[src/rtl/fecl_map.svh]
// Register offsets, field positions and frame counts of the error-count block.
`ifndef FECL_MAP_SVH
`define FECL_MAP_SVH
`define FECL_OFF_CFG 8'h41
`define FECL_OFF_LCV_HI 8'h42
`define FECL_OFF_LCV_LO 8'h43
`define FECL_OFF_PCV_HI 8'h44
`define FECL_OFF_PCV_LO 8'h45
`define FECL_OFF_OOS_HI 8'h46
`define FECL_OFF_OOS_LO 8'h47
`define FECL_OFF_EB_HI 8'h48
`define FECL_OFF_EB_LO 8'h49
`define FECL_OFF_LOOP 8'h4a
`define FECL_OFF_CHL1 8'h4b
`define FECL_OFF_CHL2 8'h4c
`define FECL_RST_BYTE 8'h00
`define FECL_CFG_MASK 8'h7f
`define FECL_LOOP_MASK 8'h1f
`define FECL_B_EXZ 0
`define FECL_B_MFOOS 1
`define FECL_B_FS_ERROR_REPORT_ENABLE 2
`define FECL_B_E1CV 3
`define FECL_B_ACCUMULATION_MODE_SELECT 4
`define FECL_B_UPDATE_INTERVAL_SELECT 5
`define FECL_B_MANUAL_COUNT_UPDATE 6
`define FECL_B_FLB 0
`define FECL_B_PLB 1
`define FECL_B_RLB 2
`define FECL_B_LLB 3
`define FECL_B_LINE_MUX_CONTROL 4
`define FECL_T1_SHORT_MS 42
`define FECL_E1_SHORT_MS 62.5
`define FECL_T1_SHORT_FRAMES 13'd333
`define FECL_E1_SHORT_FRAMES 13'd500
`define FECL_SECOND_FRAMES 13'd8000
`define FECL_T1_FRAME_BITS 9'd193
`define FECL_E1_FRAME_BITS 9'd256
`define FECL_T1_PAYLOAD_START 9'd1
`define FECL_E1_PAYLOAD_START 9'd8
`endif

[src/rtl/fecl_pkg.sv]
// Types shared by the error-count and loopback block.
package fecl_pkg;
  typedef struct packed {
    logic clk;
    logic frame_start;
    logic line_pos;
    logic line_neg;
    logic rx_data;
    logic fmt_pos;
    logic fmt_neg;
    logic tx_serial;
    logic tx_signaling;
  } fecl_link_type;
  typedef struct packed {
    logic bpv;
    logic cv;
    logic exz;
    logic ft_err;
    logic fs_err;
    logic mf_oos;
    logic ebit;
  } fecl_events_type;
endpackage : fecl_pkg

[src/rtl/fecl_top.sv]
// Error counters, accumulation timing and loopback selection of one framer.
//
// Local design decision: strobed register access.
`timescale 1ns/1ps
`include "fecl_map.svh"
module fecl_top import fecl_pkg::*; #(
  parameter int CNT_W = 16
) (
  input wire logic clk,
  input wire logic rst_b,
  input wire logic t1_mode,
  input wire logic [7:0] reg_addr,
  input wire logic [7:0] reg_wdata,
  input wire logic reg_wr,
  input wire logic reg_rd,
  output logic [7:0] reg_rdata,
  input wire logic line_mux_control,
  input wire fecl_link_type link_pins,
  input wire fecl_events_type event_pins,
  output logic tx_line_pos_out,
  output logic tx_line_neg_out,
  output logic rx_framer_pos,
  output logic rx_framer_neg,
  output logic formatter_data,
  output logic formatter_overhead_regen,
  output logic line_framer_connected,
  output logic jitter_atten_in_loop,
  output logic tx_timing_from_rx,
  output logic rx_timing_from_tx
);
  // Every link-side pin passes two flops before anything looks at it.
  fecl_link_type link_s1_ff, link_s2_ff;
  fecl_events_type ev_s1_ff, ev_s2_ff;
  logic mux_s1_ff, mux_s2_ff;
  logic link_clk_prev_ff;
  always_ff @(posedge clk or negedge rst_b) begin
    if (!rst_b) begin
      link_s1_ff <= '0;
      link_s2_ff <= '0;
      ev_s1_ff <= '0;
      ev_s2_ff <= '0;
      mux_s1_ff <= 1'b0;
      mux_s2_ff <= 1'b0;
      link_clk_prev_ff <= 1'b0;
    end else begin
      link_s1_ff <= link_pins;
      link_s2_ff <= link_s1_ff;
      ev_s1_ff <= event_pins;
      ev_s2_ff <= ev_s1_ff;
      mux_s1_ff <= line_mux_control;
      mux_s2_ff <= mux_s1_ff;
      link_clk_prev_ff <= link_s2_ff.clk;
    end
  end
  wire link_tick = link_s2_ff.clk & ~link_clk_prev_ff;

  // Register file.
  logic [7:0] cfg_ff, loop_ff, chl1_ff, chl2_ff;
  wire wr_cfg = reg_wr && reg_addr == `FECL_OFF_CFG;
  wire wr_loop = reg_wr && reg_addr == `FECL_OFF_LOOP;
  wire wr_chl1 = reg_wr && reg_addr == `FECL_OFF_CHL1;
  wire wr_chl2 = reg_wr && reg_addr == `FECL_OFF_CHL2;
  always_ff @(posedge clk or negedge rst_b) begin
    if (!rst_b) begin
      cfg_ff <= `FECL_RST_BYTE;
      loop_ff <= `FECL_RST_BYTE;
      chl1_ff <= `FECL_RST_BYTE;
      chl2_ff <= `FECL_RST_BYTE;
    end else begin
      if (wr_cfg) cfg_ff <= reg_wdata & `FECL_CFG_MASK;
      if (wr_loop) loop_ff <= reg_wdata & `FECL_LOOP_MASK;
      if (wr_chl1) chl1_ff <= reg_wdata;
      if (wr_chl2) chl2_ff <= reg_wdata;
    end
  end
  wire cfg_exz = cfg_ff[`FECL_B_EXZ];
  wire cfg_mfoos = cfg_ff[`FECL_B_MFOOS];
  wire cfg_fs_error_report_enable = cfg_ff[`FECL_B_FS_ERROR_REPORT_ENABLE];
  wire cfg_e1cv = cfg_ff[`FECL_B_E1CV];
  wire cfg_accumulation_mode_select = cfg_ff[`FECL_B_ACCUMULATION_MODE_SELECT];
  wire cfg_update_interval_select = cfg_ff[`FECL_B_UPDATE_INTERVAL_SELECT];
  wire cfg_manual_count_update = cfg_ff[`FECL_B_MANUAL_COUNT_UPDATE];
  wire framer_loop = loop_ff[`FECL_B_FLB];
  wire payload_loop = loop_ff[`FECL_B_PLB];
  wire remote_loop = loop_ff[`FECL_B_RLB];
  wire local_loop = loop_ff[`FECL_B_LLB];
  wire line_mux_bit = loop_ff[`FECL_B_LINE_MUX_CONTROL];
  wire [15:0] chan_loop = {chl2_ff, chl1_ff};

  // Accumulation period: timed by frame count, or by the manual bit.
  logic [12:0] frame_cnt_ff;
  logic manual_count_update_prev_ff;
  wire [12:0] short_frames = t1_mode ? `FECL_T1_SHORT_FRAMES
                                     : `FECL_E1_SHORT_FRAMES;
  wire [12:0] period_frames = cfg_update_interval_select ? short_frames
                                       : `FECL_SECOND_FRAMES;
  wire frame_tick = link_tick & link_s2_ff.frame_start;
  wire period_end = frame_tick && frame_cnt_ff == period_frames - 13'd1;
  wire timed_update = period_end & ~cfg_accumulation_mode_select;
  wire manual_update = cfg_accumulation_mode_select & cfg_manual_count_update & ~manual_count_update_prev_ff;
  wire do_update = timed_update | manual_update;
  always_ff @(posedge clk or negedge rst_b) begin
    if (!rst_b) begin
      frame_cnt_ff <= 13'd0;
      manual_count_update_prev_ff <= 1'b0;
    end else begin
      manual_count_update_prev_ff <= cfg_manual_count_update;
      if (period_end || frame_cnt_ff >= period_frames)
        frame_cnt_ff <= 13'd0;
      else if (frame_tick)
        frame_cnt_ff <= frame_cnt_ff + 13'd1;
    end
  end

  // Event selection for the four counters.
  wire lcv_t1 = ev_s2_ff.bpv | (cfg_exz & ev_s2_ff.exz);
  wire lcv_e1 = cfg_e1cv ? ev_s2_ff.cv : ev_s2_ff.bpv;
  wire pcv_ev = ev_s2_ff.ft_err | (cfg_fs_error_report_enable & ev_s2_ff.fs_err);
  wire oos_ev = cfg_mfoos ? ev_s2_ff.mf_oos
                          : ev_s2_ff.ft_err | ev_s2_ff.fs_err;
  wire [3:0] count_ev = {t1_mode ? lcv_t1 : lcv_e1, pcv_ev, oos_ev,
                         ev_s2_ff.ebit} & {4{link_tick}};

  // Counters saturate so a long interval never wraps back to a small value.
  function automatic logic [CNT_W-1:0] sat_inc(input logic [CNT_W-1:0] v,
                                               input logic inc);
    sat_inc = (inc && v != {CNT_W{1'b1}}) ? v + 1'b1 : v;
  endfunction : sat_inc

  logic [CNT_W-1:0] run_ff [4];
  logic [CNT_W-1:0] hold_ff [4];
  always_ff @(posedge clk or negedge rst_b) begin
    if (!rst_b) begin
      for (int i = 0; i < 4; i++) begin
        run_ff[i] <= '0;
        hold_ff[i] <= '0;
      end
    end else begin
      for (int i = 0; i < 4; i++) begin
        if (do_update) begin
          // An event in the update cycle starts the new interval.
          hold_ff[i] <= run_ff[i];
          run_ff[i] <= {{(CNT_W-1){1'b0}}, count_ev[3-i]};
        end else begin
          run_ff[i] <= sat_inc(run_ff[i], count_ev[3-i]);
        end
      end
    end
  end

  // Read port: data stand in the cycle after the strobe only.
  logic [7:0] rd_mux;
  wire [CNT_W-1:0] lcv_hold = hold_ff[0];
  wire [CNT_W-1:0] pcv_hold = hold_ff[1];
  wire [CNT_W-1:0] oos_hold = hold_ff[2];
  wire [CNT_W-1:0] eb_hold = hold_ff[3];
  always_comb begin
    unique case (reg_addr)
      `FECL_OFF_CFG: rd_mux = cfg_ff;
      `FECL_OFF_LCV_HI: rd_mux = lcv_hold[15:8];
      `FECL_OFF_LCV_LO: rd_mux = lcv_hold[7:0];
      `FECL_OFF_PCV_HI: rd_mux = pcv_hold[15:8];
      `FECL_OFF_PCV_LO: rd_mux = pcv_hold[7:0];
      `FECL_OFF_OOS_HI: rd_mux = oos_hold[15:8];
      `FECL_OFF_OOS_LO: rd_mux = oos_hold[7:0];
      `FECL_OFF_EB_HI: rd_mux = eb_hold[15:8];
      `FECL_OFF_EB_LO: rd_mux = eb_hold[7:0];
      `FECL_OFF_LOOP: rd_mux = loop_ff;
      `FECL_OFF_CHL1: rd_mux = chl1_ff;
      `FECL_OFF_CHL2: rd_mux = chl2_ff;
      default: rd_mux = 8'h00;
    endcase
  end
  always_ff @(posedge clk or negedge rst_b) begin
    if (!rst_b) reg_rdata <= 8'h00;
    else reg_rdata <= reg_rd ? rd_mux : 8'h00;
  end

  // Bit position in the frame, used to find payload bits and channels.
  logic [8:0] bit_pos_ff;
  wire [8:0] frame_bits = t1_mode ? `FECL_T1_FRAME_BITS : `FECL_E1_FRAME_BITS;
  wire [8:0] pay_start = t1_mode ? `FECL_T1_PAYLOAD_START
                                 : `FECL_E1_PAYLOAD_START;
  always_ff @(posedge clk or negedge rst_b) begin
    if (!rst_b) bit_pos_ff <= 9'd0;
    else if (frame_tick) bit_pos_ff <= 9'd1;
    else if (link_tick)
      bit_pos_ff <= (bit_pos_ff >= frame_bits - 9'd1) ? 9'd0
                                                      : bit_pos_ff + 9'd1;
  end

  // Channel index from bit position: T1 channels start after the F bit,
  // E1 channel n is time slot n+1, so both reduce to (pos - start) / 8.
  function automatic logic [4:0] chan_of(input logic [8:0] pos,
                                         input logic [8:0] start);
    logic [8:0] off;
    off = pos - start;
    chan_of = off[7:3];
  endfunction : chan_of

  // 192 T1 or 248 E1 payload bits per frame; the rest is overhead.
  wire in_payload = bit_pos_ff >= pay_start;
  wire [4:0] chan_idx = chan_of(bit_pos_ff, pay_start);
  wire chan_looped = in_payload && chan_idx < 5'd16 &&
                     chan_loop[chan_idx[3:0]];

  // Data selection toward formatter, line and receive framer.
  wire conn = mux_s2_ff & ~line_mux_bit;
  wire nxt_fmt_data = payload_loop ? (in_payload & link_s2_ff.rx_data)
                    : chan_looped ? link_s2_ff.rx_data
                    : link_s2_ff.tx_serial;
  wire nxt_regen = payload_loop & ~in_payload;
  logic ones_phase_ff;
  wire t1_all_ones = framer_loop & t1_mode;
  wire nxt_tx_pos = remote_loop ? link_s2_ff.line_pos
                  : t1_all_ones ? ones_phase_ff
                  : link_s2_ff.fmt_pos;
  wire nxt_tx_neg = remote_loop ? link_s2_ff.line_neg
                  : t1_all_ones ? ~ones_phase_ff
                  : link_s2_ff.fmt_neg;
  wire tx_into_rx = local_loop | framer_loop;
  wire nxt_rx_pos = tx_into_rx ? link_s2_ff.fmt_pos : link_s2_ff.line_pos;
  wire nxt_rx_neg = tx_into_rx ? link_s2_ff.fmt_neg : link_s2_ff.line_neg;

  // Outputs move on link edges only; flags follow the registers one clock later.
  always_ff @(posedge clk or negedge rst_b) begin
    if (!rst_b) begin
      tx_line_pos_out <= 1'b0;
      tx_line_neg_out <= 1'b0;
      rx_framer_pos <= 1'b0;
      rx_framer_neg <= 1'b0;
      formatter_data <= 1'b0;
      formatter_overhead_regen <= 1'b0;
      ones_phase_ff <= 1'b0;
      line_framer_connected <= 1'b0;
      jitter_atten_in_loop <= 1'b0;
      tx_timing_from_rx <= 1'b0;
      rx_timing_from_tx <= 1'b0;
    end else begin
      if (link_tick) begin
        tx_line_pos_out <= nxt_tx_pos;
        tx_line_neg_out <= nxt_tx_neg;
        rx_framer_pos <= nxt_rx_pos;
        rx_framer_neg <= nxt_rx_neg;
        formatter_data <= nxt_fmt_data;
        formatter_overhead_regen <= nxt_regen;
        ones_phase_ff <= ~ones_phase_ff; // AMI marks alternate polarity.
      end
      line_framer_connected <= conn;
      jitter_atten_in_loop <= local_loop;
      tx_timing_from_rx <= payload_loop;
      // Receive timing from the transmit clock; tying the recovered clock
      // back to the transmit clock in this mode would form a loop.
      rx_timing_from_tx <= framer_loop;
    end
  end

  // Checks.
  a_rd_next_cycle: assert property (@(posedge clk) disable iff (!rst_b)
    reg_rd && reg_addr == `FECL_OFF_LOOP |=> reg_rdata == $past(loop_ff))
    else $error("read data wrong");
  a_idle_read_zero: assert property (@(posedge clk) disable iff (!rst_b)
    !$past(reg_rd) |-> reg_rdata == 8'h00)
    else $error("read data without strobe");
  a_update_clears: assert property (@(posedge clk) disable iff (!rst_b)
    do_update |=> hold_ff[0] == $past(run_ff[0]) && run_ff[0] <= 16'd1)
    else $error("update did not latch");
  a_manual_edge: assert property (@(posedge clk) disable iff (!rst_b)
    cfg_accumulation_mode_select && $rose(cfg_manual_count_update) |-> do_update)
    else $error("manual update missed");
  a_timed_block: assert property (@(posedge clk) disable iff (!rst_b)
    cfg_accumulation_mode_select && !manual_update |-> !do_update)
    else $error("timed update in manual mode");
  a_mux_connect: assert property (@(posedge clk) disable iff (!rst_b)
    ##1 line_framer_connected == $past(mux_s2_ff & ~line_mux_bit))
    else $error("mux connect wrong");
  a_remote_loop: assert property (@(posedge clk) disable iff (!rst_b)
    remote_loop && link_tick ##1 $stable(loop_ff)
    |-> tx_line_pos_out == $past(link_s2_ff.line_pos))
    else $error("remote loop data");
  a_local_loop: assert property (@(posedge clk) disable iff (!rst_b)
    local_loop && link_tick |=> rx_framer_pos == $past(link_s2_ff.fmt_pos))
    else $error("local loop data");
  a_t1_period: assert property (@(posedge clk) disable iff (!rst_b)
    t1_mode && cfg_update_interval_select |-> period_frames == 13'd333)
    else $error("T1 short period");
  a_e1_period: assert property (@(posedge clk) disable iff (!rst_b)
    !t1_mode && cfg_update_interval_select |-> period_frames == 13'd500)
    else $error("E1 short period");
  c_timed: cover property (@(posedge clk) disable iff (!rst_b) timed_update);
  c_manual: cover property (@(posedge clk) disable iff (!rst_b)
    manual_update);
  c_chan: cover property (@(posedge clk) disable iff (!rst_b)
    chan_looped && link_tick);
endmodule : fecl_top

[config.mk]
export PLATFORM = sky130hd
export DESIGN_NAME = fecl_top
export DESIGN_NICKNAME = d
export VERILOG_FILES = /design/src/rtl/fecl_pkg.sv /design/src/rtl/fecl_top.sv
export VERILOG_INCLUDE_DIRS = /design/src /design/src/rtl
export SDC_FILE = /design/constraint.sdc
export NUM_CORES = 1
export LEC_CHECK = 0
export BUFFER_PORTS_ARGS = -buffer_cell sky130_fd_sc_hd__buf_2
export CORE_MARGIN = 10
export CORE_UTILIZATION = 60
export DETAILED_ROUTE_END_ITERATION = 7
export PLACE_DENSITY_LB_ADDON = 0.12
export SKIP_LAST_GASP = 1
export SLEW_MARGIN = 10
export SYNTH_ARGS = -nofsm -noshare
export SYNTH_HDL_FRONTEND = slang
export SYNTH_SLANG_ARGS = --single-unit
[constraint.sdc]
create_clock -name clk -period 3 [get_ports clk]
set_input_delay 0.9 -clock clk [delete_from_list [all_inputs] [get_ports clk]]
set_output_delay 0.9 -clock clk [all_outputs]
set_load 0.005 [all_outputs]
After elaboration in Yosys (flattened, before gate mapping)
Index checks and enable logic that the tools add are counted. W data, S select, Z words.

Shifts and indexed selects: 0. Reduce and logical (&&, ||, !) cells: 18. Eq/ne operators: 17. Add/subtract/negate cells: 9. Divide/modulo/power cells: 0. $lt $le $gt $ge: 5. Multiplexer cells: 32. Multiply operators: 0. Bitwise gates (word level): 23.

Operators with widths (number): $mux W16 (8); $eq A8 B7 Y1 const B (12); $pmux W8 S12 (1); $add A16 B1 Y16 const B (4); $ne A16 B16 Y1 const B (4); $mux W13 (3); $mux W9 (4); $mux W8 (2); $add A13 B1 Y13 const B (1); $eq A13 B13 Y1 (1); $ge A13 B13 Y1 (1); $sub A13 B1 Y13 const B (1); $mux W1 (12); $reduce_bool A2 Y1 (6); $and A1 B1 Y1 (11); $logic_and A1 B1 Y1 (11); $add A9 B1 Y9 const B (1); $ge A9 B4 Y1 (1); $ge A9 B9 Y1 (1); $sub A9 B1 Y9 const B (1); $sub A8 B4 Y8 (1); $not A1 Y1 (6); $lt A4 B5 Y1 const B (1); $lt A5 B5 Y1 const B (1); other kinds (5) (9).

Output and inout bits: 18. Register bits: 231. Memories kept: 0. Input port bits: 38. Bits in latches: 0. Memory bits (read-only): 0. Logic and storage cells: 164. RAM bits: 0.

Depth between registers and ports, before layout
Word-level depth: 8. Mapped depth: 12. Depth with buffers taken out: 11.

Worst setup path after synthesis
No wires, ideal clock.

Path type: in2reg. Start point: input port t1_mode. End point: register formatter_data. Slack: 0.158 ns. Data arrival time: 2.756 ns. Setup time: 0.087 ns. Cell stages on the path: 10. Required time: 2.913 ns. Buffers on the path: 1. Cell sequence: ha_1 > or3b_1 > buf_6 > xnor2_4 > mux2i_1 > mux2i_1 > nor4_1 > nor4_4 > o21a_1 > o211ai_1.

Cells in the longest elaborated chain, start to end: 7. Elaborated cells between the ends (all ways): 11. Those cells by class: 1 x add/sub; 2 x order compare; 5 x mux; 1 x bitwise; 2 x reduce/logical.

RTL lines: start, declared (line fecl_top.sv:11) `input wire logic t1_mode,`; $mux W4 (no line) *; $sub A8 B4 Y8 (line fecl_top.sv:197) `off = pos - start;`; $bmux W1 S4 / $lt A5 B5 Y1 (equally long branches) (line fecl_top.sv:205, fecl_top.sv:204); $mux W1 (not written as such) / $logic_and A1 B1 Y1 (equally long branches) (line fecl_top.sv:205, fecl_top.sv:204); $logic_and A1 B1 Y1 (line fecl_top.sv:204) `wire chan_looped = in_payload && chan_idx < 5'd16 &&`; $mux W1 (line fecl_top.sv:210) `: chan_looped ? link_s2_ff.rx_data`; $mux W1 * (line fecl_top.sv:209) `wire nxt_fmt_data = payload_loop ? (in_payload & link_s2_ff.rx_data)`; end signal, assigned (line fecl_top.sv:245) `formatter_data <= nxt_fmt_data;`; end, declared (line fecl_top.sv:24) `output logic formatter_data,`.

Every way passes the cells marked *; elsewhere a longest branch is shown, timed or not. The select of a mux whose other input is x is not followed. A chain may end at the register's enable or synchronous reset.

Final worst setup path
Start point: register bit_pos_ff[0]. End point: register formatter_data.

Cells in the longest elaborated chain, start to end: 6. Elaborated cells between the ends (all ways): 10. Those cells by class: 1 x add/sub; 2 x order compare; 4 x mux; 1 x bitwise; 2 x reduce/logical.

RTL lines: start, declared (line fecl_top.sv:180) `logic [8:0] bit_pos_ff;`; start signal, assigned (line fecl_top.sv:188) `bit_pos_ff <= (bit_pos_ff >= frame_bits - 9'd1) ? 9'd0`; $sub A8 B4 Y8 (line fecl_top.sv:197); $bmux W1 S4 / $lt A5 B5 Y1 (equally long branches) (line fecl_top.sv:205, fecl_top.sv:204); $mux W1 (not written as such) / $logic_and A1 B1 Y1 (equally long branches) (line fecl_top.sv:205, fecl_top.sv:204); $logic_and A1 B1 Y1 (line fecl_top.sv:204); $mux W1 (line fecl_top.sv:210); $mux W1 * (line fecl_top.sv:209).

Marked as above.

==> impl_metrics.json <==
{
  "status": "finished, final reports clean",
  "core_um2": 18000,
  "crit_family": "simple AND/OR/NAND/NOR gates",
  "crit_required_ps": 3440,
  "criticalPathCategory": "flip-flop to flip-flop",
  "hold_path_class": "flip-flop to flip-flop",
  "cp_slowest_stage_delay_ps": 480,
  "synth_top_cell_by_area": "dfrtp_1",
  "powerDensity_nw_per_um2": 617,
  "io_buffers": 54,
  "track_usage_pct": 20.7,
  "critical_path_peak_fanout": 6,
  "synth-edff-count": 0,
  "cts_tree": "done",
  "rsz0062_at_grt": "false",
  "fin_nets": 1138,
  "synth-main-ff-cell": "dfrtp_1",
  "multi_input_area_um2": 4930,
  "routed_via_density": 5.94,
  "num_rows": 49,
  "synth_warnings": 0,
  "clock-sinks": 231,
  "numCtsBuffers": 24,
  "critPathLaunchType": "flip-flop",
  "insertion_delay_ps": 530,
  "post-cts-setup-buffers": 0,
  "grt_first_pass_wirelength_um": 41200,
  "power_switching_w": 0.00195,
  "end_kind": "flip-flop",
  "yosys.area_share.simple_pct": 15.3,
  "r2r_slack_ps": 310,
  "synth_area_leaders": "dfrtp_1 (53%), mux2_2 (10%), nor2_1 (3.8%)",
  "cp_num_buf_inv": 1,
  "hpwlAfterDp_um": 17500,
  "p_int_w": 0.00590,
  "grt-ovfl-total": 0,
  "post-route-period-util_pct": 89.8,
  "die_w_um": 155,
  "routed_wirelength_um": 24400,
  "r2r-start": "bit_pos_ff[0]",
  "antenna_cells": 0,
  "drt_iter0_markers": 503,
  "critPathArrivalTime_ps": 3130,
  "first_pass_iters": 5,
  "p_leak_nw": 5.99,
  "clockBufferDepth": 3,
  "drive_gt1_share_pct": 24.7,
  "holdPathStages": 0,
  "async_reset_ff_share_pct": 100,
  "cts_root_buf": "clkbuf_16",
  "setup_viol": 0,
  "yosys.area_share.xor_xnor_pct": 5.68,
  "ys_seq_elements": 231,
  "ctsResizeCount": 0,
  "floorplan.io_pins": 56,
  "synth_fp_nets": 1045,
  "netlist.area_leader.share_pct": 52.7,
  "cp_common_cell": "mux2i_1",
  "syn_inst": 984,
  "worstHoldEndpoint": "link_s2_ff[8]",
  "place_inst": 1280,
  "drcViolationCount": 0,
  "finalHoldViolations": 0,
  "final_cell_count_no_fill": 1321,
  "ff_latch_area_um2": 5780,
  "postCtsHoldBufs": 0,
  "seq_area_frac_synth_pct": 52.7,
  "slowest_stage": "or3b_1",
  "power.share.combinational_pct": 9.9,
  "max_freq_mhz": 371,
  "grt_pass1_vias": 7760,
  "yosysMostFrequentCell": "dfrtp_1",
  "yosys-top-cells-count": "dfrtp_1 (231), nor2_1 (110), mux2_2 (100)",
  "synth_fa_ha_area_share_pct": 2.62,
  "start_util_pct": 61.1,
  "die-area_um2": 24100,
  "synth_top_family_by_area": "simple AND/OR/NAND/NOR gates",
  "pwr-share-seq_pct": 46.4,
  "via_count": 7848,
  "rr_worst_depth": 10,
  "place_worst_setup_slack_ps": -241,
  "cts_max_level": 1,
  "synth_mux_area_share_pct": 12.2,
  "reg2reg_to": "formatter_data",
  "skew_ps": 16.9,
  "setup_slack_ps": 307,
  "power.share.switching_pct": 24.9,
  "finalMaxSlewViolations": 0,
  "worstPathCellList": "inv_1 -> ha_1 -> or3b_1 -> xnor2_4 -> mux2i_1 -> mux2i_1 -> nor4_1 -> nor4_4 -> o21a_1 -> o211ai_1",
  "synth_cell_type_count": 71,
  "grt_start_max_net_pins": 79,
  "worstMarginPinSlew_ps": 665,
  "ir_drop_v": 0.000611,
  "antenna_found_initial": 1,
  "area_growth_pct": 16.1,
  "synth_compound_area_share_pct": 9.09,
  "drv_cap": 0,
  "syn_area_um2": 11000,
  "relSlewSlack_pct": 55.6,
  "n_fill_cell": 1316,
  "wire_per_inst_um": 18.5,
  "final_antenna_net_count": 0,
  "cts.reportedPaths.clkPinSlew_ps": 60,
  "die_h_um": 155,
  "syn_area_per_cell_um2": 11.2,
  "fin_crit_ps": 2690,
  "place_congestion": 0.877,
  "hp-start": "link_s1_ff[8]",
  "clkPwrFrac_pct": 43.7
}
==> cell usage in the layout, fill, tap and decap left out, types with 3 or more instances in the layout <==
| cell | netlist | routed |
|---|---|---|
| or3_1 | 8 | 8 |
| a22oi_1 | 19 | 19 |
| nand3_1 | 43 | 43 |
| mux2i_1 | 19 | 19 |
| clkinv_2 | 0 | 6 |
| o21ai_0 | 30 | 30 |
| xor2_1 | 38 | 38 |
| and2_1 | 4 | 4 |
| nand2b_1 | 7 | 7 |
| xnor2_1 | 30 | 30 |
| clkbuf_16 | 0 | 24 |
| nor3_1 | 16 | 16 |
| a211oi_1 | 5 | 5 |
| inv_1 | 11 | 11 |
| and4_1 | 5 | 5 |
| ha_1 | 23 | 23 |
| nand2_1 | 76 | 76 |
| nand4_1 | 20 | 20 |
| and3_1 | 11 | 11 |
| dfrtp_1 | 231 | 231 |
| nor4_1 | 6 | 6 |
| a21o_1 | 8 | 8 |
| buf_2 | 16 | 53 |
| a22o_1 | 10 | 10 |
| buf_12 | 0 | 7 |
| nor2_1 | 110 | 110 |
| nor2b_1 | 11 | 11 |
| nor3_2 | 3 | 3 |
| bufinv_16 | 0 | 8 |
| a221oi_1 | 8 | 8 |
| buf_4 | 6 | 49 |
| mux2_2 | 100 | 100 |
| a21oi_1 | 37 | 37 |
| nor3b_1 | 5 | 5 |
| o211ai_1 | 4 | 4 |
==> how the worst max path moves through the flow <==
stage                  start        endpoint  slack [ps]  cells past startpoint
2_1_floorplan        t1_mode  formatter_data         160                     10
3_3_place_gp         t1_mode  formatter_data        -130                     10
3_5_place_dp         t1_mode  formatter_data        -240                     10
4_1_cts        bit_pos_ff[0]  formatter_data         290                     10
5_1_grt        bit_pos_ff[0]  formatter_data          70                     10
6_report       bit_pos_ff[0]  formatter_data         310                     10
==> per-layer routing <==
| layer | track usage (%) | wire (um) | vias to the layer above |
|---|---|---|---|
| met3 | 3.61 | 1240 | 46 |
| met2 | 32.2 | 11400 | 195 |
| met4 | 6.06 | 707 | 2 |
| met1 | 29.1 | 11100 | 3903 |
| met5 | 0 | 12 | - |
| li1 | - | - | 3702 |
==> worst reg2reg max path, stage by stage, from the launching register on <==
cell	delay [ps]
dfrtp_1	410
inv_1	130
ha_1	170
or3b_1	480
xnor2_4	310
mux2i_1	260
mux2i_1	100
nor4_1	370
nor4_4	110
o21a_1	120
o211ai_1	150
==> power groups by stage <==
stage,clock network [W],logic (W),registers (W)
after global placement,0,0.000756,0.00368
after floorplan,0,0.000534,0.00359
after detailed placement,0,0.000783,0.00369
final,0.00343,0.000779,0.00365
after CTS,0.00348,0.000789,0.00364
after global routing,0.00362,0.000894,0.00368
==> state kept, by name, indices dropped and copies added (netlist names), 9 cells and up <==
signal / count
oos_hold: 16
pcv_hold: 16
bit_pos_ff: 9
run_ff: 64
eb_hold: 16
lcv_hold: 16
frame_cnt_ff: 13
==> stage by stage <==
| step | setup TNS, ps | instance area (um2) | hold slack, ps | utilization, % | total power (W) |
|---|---|---|---|---|---|
| 6_report | 0 | 12700 | 343 | 70.9 | 0.00786 |
| 5_1_grt | 0 | 12700 | 355 | 70.9 | 0.00819 |
| 4_1_cts | 0 | 12700 | 347 | 70.9 | 0.00791 |
| 3_5_place_dp | -478 | 11800 | 335 | 65.8 | 0.00447 |
| 3_3_place_gp | -126 | 11800 | 333 | 65.8 | 0.00444 |
| 2_1_floorplan | 0 | 11000 | 331 | - | 0.00413 |
==> layout make-up <==
type / instances / area share [%]
clock buffer: 26 / 4.93
clock inverter: 15 / 2.25
inverter: 11 / 0.324
multi-input combinational: 699 / 38.7
sequential: 231 / 45.4
tap: 229 / 2.25
timing repair buffer: 110 / 6.19
==> cells by family (layout without fill, tap and decap cells) <==
family | Yosys count | count (layout)
xor gates and xnor gates | 69 | 69
adders and majority gates | 23 | 23
DFF | 231 | 231
muxes | 120 | 120
and+or+nand+nor | 339 | 339
AOI/OAI and AO/OA | 148 | 148
buffers and inverters | 54 | 162
(Power assumes the default switching activity.)
